`src/indicator_pkg.sv`:
```
/*
  Constants for the indicator blink and pin select block: register indices,
  field positions, reset values, function codes and tick timing.
  Assumes a 25 MHz system clock and a simple word-wide management register port.
*/
// ----------------------------------------------------------------------------
// Function
// ----------------------------------------------------------------------------
// Function
// (RULE1) Each on-phase of the first indicator lasts its on-count times 4 ms.
// (RULE2) Each off-phase of the first indicator lasts its off-count times 4 ms.
// (RULE3) The second indicator has its own on and off counts with the same timing.
// (RULE4) Blink order zero starts with an off-phase, then an on-phase, repeating.
// (RULE5) Blink order one starts with an on-phase, then an off-phase, repeating.
// (RULE6) With both counts zero the indicator follows its selected signal live.
// (RULE7) Link-and-activity sources light while link is up and idle, else dark.
// (RULE8) Activity-only sources stay dark when idle and light on activity.
// (RULE9) Software should program every count above three.
// (RULE10) Bits 7:6 route the stamp timer to indicator zero (01) or interrupt (10).
// (RULE11) Bits 5:4 take stamp capture from indicator one (01) or the test pin (10).
// (RULE12) Bits 3:1 pick the second pin source; 111 disables the pin.
// (RULE13) Reset leaves the second pin disabled and both stamp routes unassigned.
// (RULE14) A cleared enable bit keeps its indicator dark.
// (RULE15) In order zero, present activity makes the indicator blink.
// (RULE16) A prescaler makes a one-cycle 4 ms tick that times every phase.
// (RULE17) New counts take effect no later than the start of the next phase.
package indicator_pkg;
  localparam int          CLK_HZ        = 25_000_000;
  localparam int          TICK_MS       = 4;
  localparam int          TICK_CYCLES   = CLK_HZ / 1000 * TICK_MS;
  localparam logic [15:0] ADDR_PIN_SEL  = 16'h8c56;
  localparam logic [15:0] ADDR_BLINK0   = 16'h8c80;
  localparam logic [15:0] ADDR_BLINK1   = 16'h8c81;
  localparam logic [15:0] ADDR_CONTROL  = 16'h8c82;
  localparam logic [15:0] RST_PIN_SEL   = 16'h00fe;
  localparam logic [15:0] RST_BLINK     = 16'h3636;
  localparam logic [15:0] RST_CONTROL   = 16'h8e80;
  localparam logic [15:0] MASK_PIN_SEL  = 16'h00ff;
  localparam int          ON_HI         = 15;
  localparam int          ON_LO         = 8;
  localparam int          OFF_HI        = 7;
  localparam int          OFF_LO        = 0;
  localparam int          TMR_HI        = 7;
  localparam int          TMR_LO        = 6;
  localparam int          CAP_HI        = 5;
  localparam int          CAP_LO        = 4;
  localparam int          P1_HI         = 3;
  localparam int          P1_LO         = 1;
  localparam int          POL_BIT       = 0;
  // Control: upper byte for indicator one enable and function, lower byte for indicator zero and both mode bits
  localparam int          EN1_BIT       = 15;
  localparam int          FN1_HI        = 12;
  localparam int          FN1_LO        = 8;
  localparam int          EN0_BIT       = 7;
  localparam int          MODE1_BIT     = 3;
  localparam int          MODE0_BIT     = 2;
  localparam int          FN0_HI        = 4;
  localparam int          FN0_LO        = 0;
  localparam logic [1:0]  ROUTE_A       = 2'h1;
  localparam logic [1:0]  ROUTE_B       = 2'h2;
  localparam logic [2:0]  P1_INDICATOR  = 3'h0;
  localparam logic [2:0]  P1_LINK       = 3'h6;
  localparam logic [2:0]  P1_OFF        = 3'h7;
  localparam logic [4:0]  FN_LINK_TXRX  = 5'h00;
  localparam logic [4:0]  FN_LINK_TX    = 5'h01;
  localparam logic [4:0]  FN_LINK_RX    = 5'h02;
  localparam logic [4:0]  FN_LINK_ONLY  = 5'h03;
  localparam logic [4:0]  FN_TXRX       = 5'h04;
  localparam logic [4:0]  FN_TX         = 5'h05;
  localparam logic [4:0]  FN_RX         = 5'h06;
  localparam logic [4:0]  FN_ON         = 5'h07;
  localparam logic [4:0]  FN_OFF        = 5'h08;
  localparam logic [4:0]  FN_BLINK      = 5'h09;
  typedef enum logic [1:0] {PH_IDLE = 2'b00, PH_FIRST = 2'b01, PH_SECOND = 2'b11} phase_e;
endpackage

```
`src/indicator_blink_and_pin_select.sv`:
```
/*
  Indicator blink timing, source selection and pin routing, with the four
  management registers. Assumes activity, link and transmit-interface inputs come
  from unrelated logic or pins, so all are synchronised; register port is synchronous.
*/
module indicator_blink_and_pin_select
  import indicator_pkg::*;
#(
  parameter int TICK_LEN = TICK_CYCLES
)(
  input  wire logic        CLK_I,
  input  wire logic        RESETN_I,
  input  wire logic        REG_WE_I,
  input  wire logic        REG_RE_I,
  input  wire logic [15:0] REG_ADDR_I,
  input  wire logic [15:0] REG_WDATA_I,
  output logic      [15:0] REG_RDATA_O,
  output logic             REG_HIT_O,
  input  wire logic        LINK_UP_I,
  input  wire logic        TX_ACT_I,
  input  wire logic        RX_ACT_I,
  input  wire logic [4:0]  TXIF_I,
  input  wire logic        STAMP_TIMER_I,
  input  wire logic        PIN_ONE_IN_I,
  input  wire logic        TEST_PIN_IN_I,
  output logic             STAMP_CAPTURE_O,
  output logic             INDICATOR_PIN_ZERO_O,
  output logic             INDICATOR_PIN_ONE_O,
  output logic             INDICATOR_PIN_ONE_OE_O,
  output logic             INT_STAMP_O,
  output logic             INT_STAMP_OE_O
);
  // --------------------------------------------------------------------------
  // Reset release and input synchronisers
  // --------------------------------------------------------------------------
  logic [1:0] rst_sync_q;
  logic       rst_n;
  always_ff @(posedge CLK_I or negedge RESETN_I)
  begin
    if (!RESETN_I)
      rst_sync_q <= 2'h0;
    else
      rst_sync_q <= {rst_sync_q[0], 1'b1};
  end
  assign rst_n = rst_sync_q[1];

  localparam int NIN = 11;
  logic [NIN-1:0] meta_q;
  logic [NIN-1:0] sync_q;
  always_ff @(posedge CLK_I or negedge rst_n)
  begin
    if (!rst_n)
    begin
      meta_q <= '0;
      sync_q <= '0;
    end
    else
    begin
      meta_q <= {TEST_PIN_IN_I, PIN_ONE_IN_I, STAMP_TIMER_I, TXIF_I,
                 RX_ACT_I, TX_ACT_I, LINK_UP_I};
      sync_q <= meta_q;
    end
  end
  logic       link_s;
  logic       tx_s;
  logic       rx_s;
  logic [4:0] txif_s;
  logic       timer_s;
  logic       pin1_s;
  logic       test_s;
  assign {test_s, pin1_s, timer_s, txif_s, rx_s, tx_s, link_s} = sync_q;

  // --------------------------------------------------------------------------
  // Registers
  // --------------------------------------------------------------------------
  logic [15:0] pin_sel_q;
  logic [15:0] pin_sel_d;
  logic [15:0] blink_q [2];
  logic [15:0] blink_d [2];
  logic [15:0] ctrl_q;
  logic [15:0] ctrl_d;

  always_comb
  begin
    pin_sel_d  = pin_sel_q;
    blink_d[0] = blink_q[0];
    blink_d[1] = blink_q[1];
    ctrl_d     = ctrl_q;
    if (REG_WE_I)
    begin
      unique case (REG_ADDR_I)
        ADDR_PIN_SEL: pin_sel_d  = REG_WDATA_I & MASK_PIN_SEL;
        ADDR_BLINK0:  blink_d[0] = REG_WDATA_I;
        ADDR_BLINK1:  blink_d[1] = REG_WDATA_I;
        ADDR_CONTROL: ctrl_d     = REG_WDATA_I;
        default:      ctrl_d     = ctrl_q;
      endcase
    end
  end

  always_ff @(posedge CLK_I or negedge rst_n)
  begin
    if (!rst_n)
    begin
      pin_sel_q <= RST_PIN_SEL; // [RULE13]
      blink_q[0] <= RST_BLINK;
      blink_q[1] <= RST_BLINK;
      ctrl_q <= RST_CONTROL;
    end
    else
    begin
      pin_sel_q <= pin_sel_d;
      blink_q[0] <= blink_d[0];
      blink_q[1] <= blink_d[1];
      ctrl_q <= ctrl_d;
    end
  end

  // Unmapped reads return zero with the hit flag low
  always_comb
  begin
    REG_HIT_O   = 1'b1;
    REG_RDATA_O = 16'h0000;
    unique case (REG_ADDR_I)
      ADDR_PIN_SEL: REG_RDATA_O = pin_sel_q;
      ADDR_BLINK0:  REG_RDATA_O = blink_q[0];
      ADDR_BLINK1:  REG_RDATA_O = blink_q[1];
      ADDR_CONTROL: REG_RDATA_O = ctrl_q;
      default:      REG_HIT_O   = 1'b0;
    endcase
    if (!REG_RE_I)
    begin
      REG_RDATA_O = 16'h0000;
      REG_HIT_O   = 1'b0;
    end
  end

  // --------------------------------------------------------------------------
  // 4 ms tick
  // --------------------------------------------------------------------------
  logic [31:0] pre_q;
  logic [31:0] pre_d;
  logic        tick;
  always_comb
  begin
    tick  = (pre_q == 32'(TICK_LEN - 1));
    pre_d = tick ? 32'h0 : pre_q + 32'h1; // [RULE16]
  end
  always_ff @(posedge CLK_I or negedge rst_n)
  begin
    if (!rst_n)
      pre_q <= 32'h0;
    else
      pre_q <= pre_d;
  end

  // --------------------------------------------------------------------------
  // Per-indicator source and blink engine
  // --------------------------------------------------------------------------
  logic [1:0] lit;
  logic [1:0] lit_q;
  phase_e     ph_q  [2];
  phase_e     ph_d  [2];
  logic [7:0] cnt_q [2];
  logic [7:0] cnt_d [2];
  logic [1:0] act;
  logic [1:0] is_blink;
  logic [1:0] live;

  for (genvar g = 0; g < 2; g++)
  begin : g_ind
    logic [4:0] fn;
    logic       mode;
    logic       en;
    logic [7:0] on_c;
    logic [7:0] off_c;
    logic       first_on;
    logic [7:0] first_len;
    logic [7:0] second_len;
    assign fn    = (g == 0) ? ctrl_q[FN0_HI:FN0_LO] : ctrl_q[FN1_HI:FN1_LO];
    assign mode  = (g == 0) ? ctrl_q[MODE0_BIT] : ctrl_q[MODE1_BIT];
    assign en    = (g == 0) ? ctrl_q[EN0_BIT] : ctrl_q[EN1_BIT];
    assign on_c  = blink_q[g][ON_HI:ON_LO];   // [RULE1] [RULE3]
    assign off_c = blink_q[g][OFF_HI:OFF_LO]; // [RULE2] [RULE3]
    // Mode zero starts dark, mode one starts lit
    assign first_on   = mode;                 // [RULE4] [RULE5]
    assign first_len  = first_on ? on_c : off_c;
    assign second_len = first_on ? off_c : on_c;

    always_comb
    begin
      act[g]      = 1'b0;
      is_blink[g] = 1'b0;
      live[g]     = 1'b0;
      unique case (fn)
        FN_LINK_TXRX: live[g] = link_s & ~(tx_s | rx_s); // [RULE7]
        FN_LINK_TX:   live[g] = link_s & ~tx_s;          // [RULE7]
        FN_LINK_RX:   live[g] = link_s & ~rx_s;          // [RULE7]
        FN_LINK_ONLY: live[g] = link_s;
        FN_TXRX:      act[g]  = tx_s | rx_s;             // [RULE8]
        FN_TX:        act[g]  = tx_s;                    // [RULE8]
        FN_RX:        act[g]  = rx_s;                    // [RULE8]
        FN_ON:        live[g] = 1'b1;
        FN_BLINK:     is_blink[g] = 1'b1;
        default:      live[g] = 1'b0;
      endcase
    end

    // Blink runs for the blink function, or for activity sources in mode zero
    logic run;
    logic zero_cnt;
    assign zero_cnt = (on_c == 8'h00) && (off_c == 8'h00);
    assign run = !zero_cnt && (is_blink[g] || (act[g] && !mode)); // [RULE15]

    always_comb
    begin
      ph_d[g]  = ph_q[g];
      cnt_d[g] = cnt_q[g];
      if (!run)
      begin
        ph_d[g]  = PH_IDLE;
        cnt_d[g] = 8'h00;
      end
      else
      begin
        unique case (ph_q[g])
          PH_IDLE:
          begin
            ph_d[g]  = PH_FIRST;
            cnt_d[g] = first_len;
          end
          PH_FIRST, PH_SECOND:
          begin
            // Lengths are sampled at phase start so edits land on the next phase
            if (cnt_q[g] == 8'h00)
            begin
              ph_d[g]  = (ph_q[g] == PH_FIRST) ? PH_SECOND : PH_FIRST; // [RULE17]
              cnt_d[g] = (ph_q[g] == PH_FIRST) ? second_len : first_len;
            end
            else if (tick)
              cnt_d[g] = cnt_q[g] - 8'h01;
          end
          default: ph_d[g] = PH_IDLE;
        endcase
      end
    end

    always_ff @(posedge CLK_I or negedge rst_n)
    begin
      if (!rst_n)
      begin
        ph_q[g]  <= PH_IDLE;
        cnt_q[g] <= 8'h00;
      end
      else
      begin
        ph_q[g]  <= ph_d[g];
        cnt_q[g] <= cnt_d[g];
      end
    end

    always_comb
    begin
      if (!en)
        lit[g] = 1'b0;                                   // [RULE14]
      else if (run)
        lit[g] = (ph_q[g] == PH_FIRST) ? first_on : ((ph_q[g] == PH_SECOND) && !first_on);
      else if (zero_cnt && is_blink[g])
        lit[g] = 1'b0;
      else
        lit[g] = live[g] | act[g];                       // [RULE6] [RULE8]
    end
  end

  always_ff @(posedge CLK_I or negedge rst_n)
  begin
    if (!rst_n)
      lit_q <= 2'h0;
    else
      lit_q <= lit;
  end

  // --------------------------------------------------------------------------
  // Pin routing
  // --------------------------------------------------------------------------
  logic [1:0] tmr_route;
  logic [1:0] cap_route;
  logic [2:0] p1_route;
  logic       link_pin;
  logic       p1_val;
  assign tmr_route = pin_sel_q[TMR_HI:TMR_LO];
  assign cap_route = pin_sel_q[CAP_HI:CAP_LO];
  assign p1_route  = pin_sel_q[P1_HI:P1_LO];
  assign link_pin  = link_s ^ pin_sel_q[POL_BIT];

  always_comb
  begin
    unique case (p1_route)                               // [RULE12]
      P1_INDICATOR: p1_val = lit_q[1];
      P1_LINK:      p1_val = link_pin;
      P1_OFF:       p1_val = 1'b0;
      default:      p1_val = txif_s[p1_route - 3'h1];
    endcase
  end

  logic [4:0] out_d;
  logic [4:0] out_q;
  always_comb
  begin
    out_d[0] = (tmr_route == ROUTE_A) ? timer_s : lit_q[0]; // [RULE10]
    out_d[1] = (tmr_route == ROUTE_B) ? timer_s : 1'b0;     // [RULE10]
    out_d[2] = (tmr_route == ROUTE_B);
    // Capture pin one only when it is not being driven
    out_d[3] = (cap_route == ROUTE_A) ? pin1_s :
               (cap_route == ROUTE_B) ? test_s : 1'b0;      // [RULE11]
    out_d[4] = (p1_route != P1_OFF) && (cap_route != ROUTE_A);
  end

  logic p1_q;
  always_ff @(posedge CLK_I or negedge rst_n)
  begin
    if (!rst_n)
    begin
      out_q <= 5'h00;
      p1_q  <= 1'b0;
    end
    else
    begin
      out_q <= out_d;
      p1_q  <= p1_val;
    end
  end

  assign INDICATOR_PIN_ZERO_O   = out_q[0];
  assign INT_STAMP_O            = out_q[1];
  assign INT_STAMP_OE_O         = out_q[2];
  assign STAMP_CAPTURE_O        = out_q[3];
  assign INDICATOR_PIN_ONE_OE_O = out_q[4];
  assign INDICATOR_PIN_ONE_O    = p1_q;

  // --------------------------------------------------------------------------
  // Checks
  // --------------------------------------------------------------------------
  a_tick_period: assert property (@(posedge CLK_I) disable iff (!rst_n)
    tick |-> ##1 !tick) else $error("tick not single cycle"); // [RULE16]
  a_disable_dark: assert property (@(posedge CLK_I) disable iff (!rst_n)
    !ctrl_q[EN0_BIT] |-> ##1 !lit_q[0]) else $error("disabled indicator lit"); // [RULE14]
  a_pin_off: assert property (@(posedge CLK_I) disable iff (!rst_n)
    (p1_route == P1_OFF) |=> !INDICATOR_PIN_ONE_OE_O) else $error("pin one driven"); // [RULE12]
  a_timer_zero: assert property (@(posedge CLK_I) disable iff (!rst_n)
    (tmr_route == ROUTE_A) |=> INDICATOR_PIN_ZERO_O == $past(timer_s))
    else $error("timer route"); // [RULE10]
  a_capture_test: assert property (@(posedge CLK_I) disable iff (!rst_n)
    (cap_route == ROUTE_B) |=> STAMP_CAPTURE_O == $past(test_s))
    else $error("capture route"); // [RULE11]
  a_first_order: assert property (@(posedge CLK_I) disable iff (!rst_n)
    (ph_q[0] == PH_IDLE) ##1 (ph_q[0] == PH_FIRST) |-> cnt_q[0] == $past(g_ind[0].first_len))
    else $error("first phase length"); // [RULE4]
  a_phase_count: assert property (@(posedge CLK_I) disable iff (!rst_n)
    (ph_q[1] != PH_IDLE) && tick && cnt_q[1] != 8'h00 && g_ind[1].run
    |=> cnt_q[1] == $past(cnt_q[1]) - 8'h01) else $error("phase count"); // [RULE3]
  a_live_follow: assert property (@(posedge CLK_I) disable iff (!rst_n)
    ctrl_q[EN0_BIT] && g_ind[0].zero_cnt && !is_blink[0] |-> lit[0] == (live[0] | act[0]))
    else $error("live monitor"); // [RULE6]
  a_reset_sel: assert property (@(posedge CLK_I) $rose(rst_n) |-> pin_sel_q == RST_PIN_SEL)
    else $error("reset select"); // [RULE13]
  c_blink: cover property (@(posedge CLK_I) disable iff (!rst_n) ph_q[0] == PH_SECOND);
  c_wrap: cover property (@(posedge CLK_I) disable iff (!rst_n)
    ph_q[1] == PH_SECOND ##1 ph_q[1] == PH_FIRST);
  c_pin_link: cover property (@(posedge CLK_I) disable iff (!rst_n) p1_route == P1_LINK);
endmodule

```
`config.mk`:
```
export PLATFORM = sky130hd
export DESIGN_NAME = indicator_blink_and_pin_select
export DESIGN_NICKNAME = d
export VERILOG_FILES = /design/src/indicator_pkg.sv /design/src/indicator_blink_and_pin_select.sv
export SDC_FILE = /design/constraint.sdc
export NUM_CORES = 1
export LEC_CHECK = 0
export ABC_AREA = 0
export BUFFER_PORTS_ARGS = -buffer_cell sky130_fd_sc_hd__buf_2
export CORE_UTILIZATION = 40
export DETAILED_ROUTE_END_ITERATION = 7
export HOLD_SLACK_MARGIN = 0.02
export SLEW_MARGIN = 15
export SYNTH_ARGS = -nofsm -noshare
export SYNTH_HDL_FRONTEND = slang
export SYNTH_SLANG_ARGS = --single-unit
export TNS_END_PERCENT = 100
```
`constraint.sdc`:
```
create_clock -name CLK_I -period 4 [get_ports CLK_I]
set_input_delay 0.6 -clock CLK_I [delete_from_list [all_inputs] [get_ports CLK_I]]
set_output_delay 0.6 -clock CLK_I [all_outputs]
set_load 0.02 [all_outputs]
```
==> flow_summary.yaml <==
outcome:
  status: "finished, final reports clean"
worst_hold_path:
  hold_start: "TX_ACT_I"
  whs_path_depth: 1
  holdPathEnd: "meta_q[1]"
  min_path_type: "in2reg"
power:
  total_leakage_power_uw: 0.003736
  p_comb_frac: 0.022
  ir_drop_v: 0.0003494
  power_frac_clock: 0.507
  pwr-share-seq: 0.471
  netSwitchingFraction: 0.2508
  fin_total_pwr_uw: 3070
  p_switching_uw: 770.1
  internal-power_uw: 2300
  power_density_nw_per_um2: 368.0
worst_setup_path:
  crit_buf_inv: 3
  reg2reg_slack_ps: 1230
  crit_type: "in2out"
  startpoint_type: "input port"
  end_kind: "output port"
  cp_slowest_cell: "nor4b_4"
  cpMostUsedCell: "buf_2"
  required_ps: 3400
  crit_path_max_fanout: 10
  reg2reg_depth: 6
  cp_top_family: "simple AND/OR/NAND/NOR gates"
  critical-path-max-stage-delay_ps: 600
  r2r_start: "pre_q[23]"
  path_cells: "buf_2 > nor4b_1 > nand2_1 > nor4b_4 > buf_4 > a222oi_1 > nor2_1 > buf_2"
  cp.depth: 8
  cp_data_arrival_time_ps: 2590
  rr_endpoint: "cnt_q[10]"
sta:
  hold_viol: 0
  worst-slew-pin-transition_ps: 934.1
  setup_viol: 0
  drv_slew: 0
  slew_headroom: 0.3735
  rsz0062_at_grt: "false"
  fin_crit_ps: 3188
  fin_crit_sh: 0.7970
  tns_ps: 0
  hold_slack_ps: 273.2
  fin_skew_ps: 18.32
  fmax_mhz: 313.7
placement:
  gp_congestion: 0.8430
  io_buffers: 69
  placed_area_um2: 7744
  dp_hpwl_um: 11990
layout:
  fin_area_um2: 8343
  area_growth_pct: 16.61
  drive_gt1_frac: 0.3229
  fin_util: 0.4807
  n_antenna_cell: 0
  mostFrequentLayoutCells: "111 x dfrtp_1, 69 x buf_2, 64 x mux2_2"
  mostFrequentLayoutCell: "dfrtp_1"
  nets: 749
floorplanning:
  dieArea_um2: 18430
  io_pins: 70
  initial_core_util: 0.4122
  die_w_um: 135.7
  fp.dieH_um: 135.7
  core_um2: 17360
  rows: 48
logic_synthesis:
  syn-cell-area_um2: 7154
  synth_ff_type: "dfrtp_1"
  syn_inst: 620
  synth_seq_cells: 140
  syn_area_per_cell_um2: 11.54
  synth_nets: 676
  yosysUniqueCellTypes: 71
  async_flop_share: 1.000
  yosysSeqAreaShare: 0.4946
  ys_warn_count: 0
  synth-edff-count: 0
global_route:
  antenna_found_initial: 0
  grt_max_degree: 76
  grtUsageMet3: 0.04040
  grtUsageTotal: 0.1999
  overflow: 0
  met2_usage: 0.3206
  grt_pass1_vias: 5368
  globalRouteMet1Util: 0.2659
  grt_pass1_wl_um: 28360
  busiest_layer: "met2"
clock_network:
  cts_buffer_depth: 2
  path_clk_slew_ps: 70
  htreeDepth: 4
  numCtsBuffers: 17
  cts_tree: "done"
  cts_sinks: 140
  clock_latency_ps: 430
  cts-root-buf: "clkbuf_16"
flow_run:
  drv_cap: 0
routing:
  drcViolationCount: 0
  finalWirelength_um: 16810
  vias: 5216
  drt_iter0_markers: 286
  wire_per_inst_um: 18.06
  vias_per_cell: 5.603
  drtAntennaViolNets: 0
  firstDrtPassIters: 5
## power groups by stage
stage,combinational [uW],sequential (uW),clock [uW]
global placement,67.2,1470,0
finish,68.3,1450,1560
CTS,69.9,1450,1590
detailed placement,68.8,1470,0
global route,77.0,1450,1660
floorplan,17.0,1480,0
## logic make-up (layout without fill, tap and decap cells)
family | count (synthesis) | after routing | synth area share
simple gates | 186 | 186 | 0.1553
flops | 140 | 140 | 0.4946
compound gates | 107 | 107 | 0.1090
mux | 92 | 92 | 0.1487
buf+inv | 44 | 130 | 0.02606
xor+xnor | 41 | 41 | 0.05019
fa+ha+maj | 9 | 9 | 0.01574
other cells | 1 | 1 | 0.0005242
## state kept, by name, summed over array words and instances (netlist names), 2 cells and up
register,cells
cnt_q,16
ctrl_q,16
lit_q,2
ph_q,4
rst_sync_q,2
blink_q,32
pre_q,32
pin_sel_q,8
out_q,5
meta_q,11
sync_q,11
## stage by stage
step / std cells / setup WS (ps)
floorplan: 620 / 1114
global placement: 898 / 877.9
detailed placement: 898 / 791.8
CTS: 931 / 786.7
global route: 931 / 585.0
finish: 931 / 811.9
## metal layers
| layer | up-vias | wire length (um) |
|---|---|---|
| li1 | 2455 | - |
| met1 | 2617 | 7788 |
| met2 | 125 | 8185 |
| met3 | 19 | 563 |
| met4 | 0 | 275 |
| met5 | - | 0 |
## synthesized netlist by cell type (4+ instances only)
cell type	n	area share
dfrtp_1	112	0.39
mux2_2	64	0.10
dfstp_2	28	0.10
nor2_1	28	0.015
nand2_1	27	0.014
xnor2_1	27	0.033
inv_1	22	0.012
nor2b_1	21	0.018
o21ai_0	19	0.013
nand3_1	18	0.013
mux2i_1	17	0.024
nor4_1	17	0.015
a21oi_1	15	0.010
xor2_1	14	0.017
o22ai_1	12	0.010
buf_2	10	0.0070
mux2_4	10	0.021
and3_1	9	0.0079
and4_1	9	0.011
ha_1	9	0.016
nand4_1	9	0.0079
a222oi_1	8	0.011
a22oi_1	8	0.0084
clkbuf_1	8	0.0042
nand2b_1	8	0.0070
nor3_1	7	0.0049
nor4b_1	5	0.0061
a31oi_1	4	0.0035
and2_1	4	0.0035
nor3b_1	4	0.0042
o211ai_1	4	0.0042
o221ai_1	4	0.0049
o31ai_1	4	0.0042
or3_1	4	0.0035
## how the worst max path moves through the flow
stage | start | end | slack, ps
after floorplan | REG_ADDR_I[14] | REG_RDATA_O[0] | 1110
after global placement | REG_ADDR_I[14] | REG_RDATA_O[7] | 880
after detailed placement | REG_ADDR_I[14] | REG_RDATA_O[7] | 790
after CTS | REG_ADDR_I[14] | REG_RDATA_O[7] | 790
after global routing | REG_ADDR_I[2] | REG_RDATA_O[7] | 580
final | REG_ADDR_I[2] | REG_RDATA_O[6] | 810
## timing repair
action,CTS,global route
setup buffers,0,0
resized for setup,0,0
setup endpoints to repair,0,0
hold buffers,1,0
endpoints found under the hold margin,2,0
## final cells by class
cell class / count / area [um^2]
timing repair buffer: 76 / 412.9
tap: 225 / 281.5
sequential: 140 / 3542
clock inverter: 15 / 163.9
multi-input combinational: 436 / 3435
fill: 1562 / 9014
clock buffer: 17 / 425.4
inverter: 22 / 82.58
No activity file was read; power rests on OpenSTA's default activity.
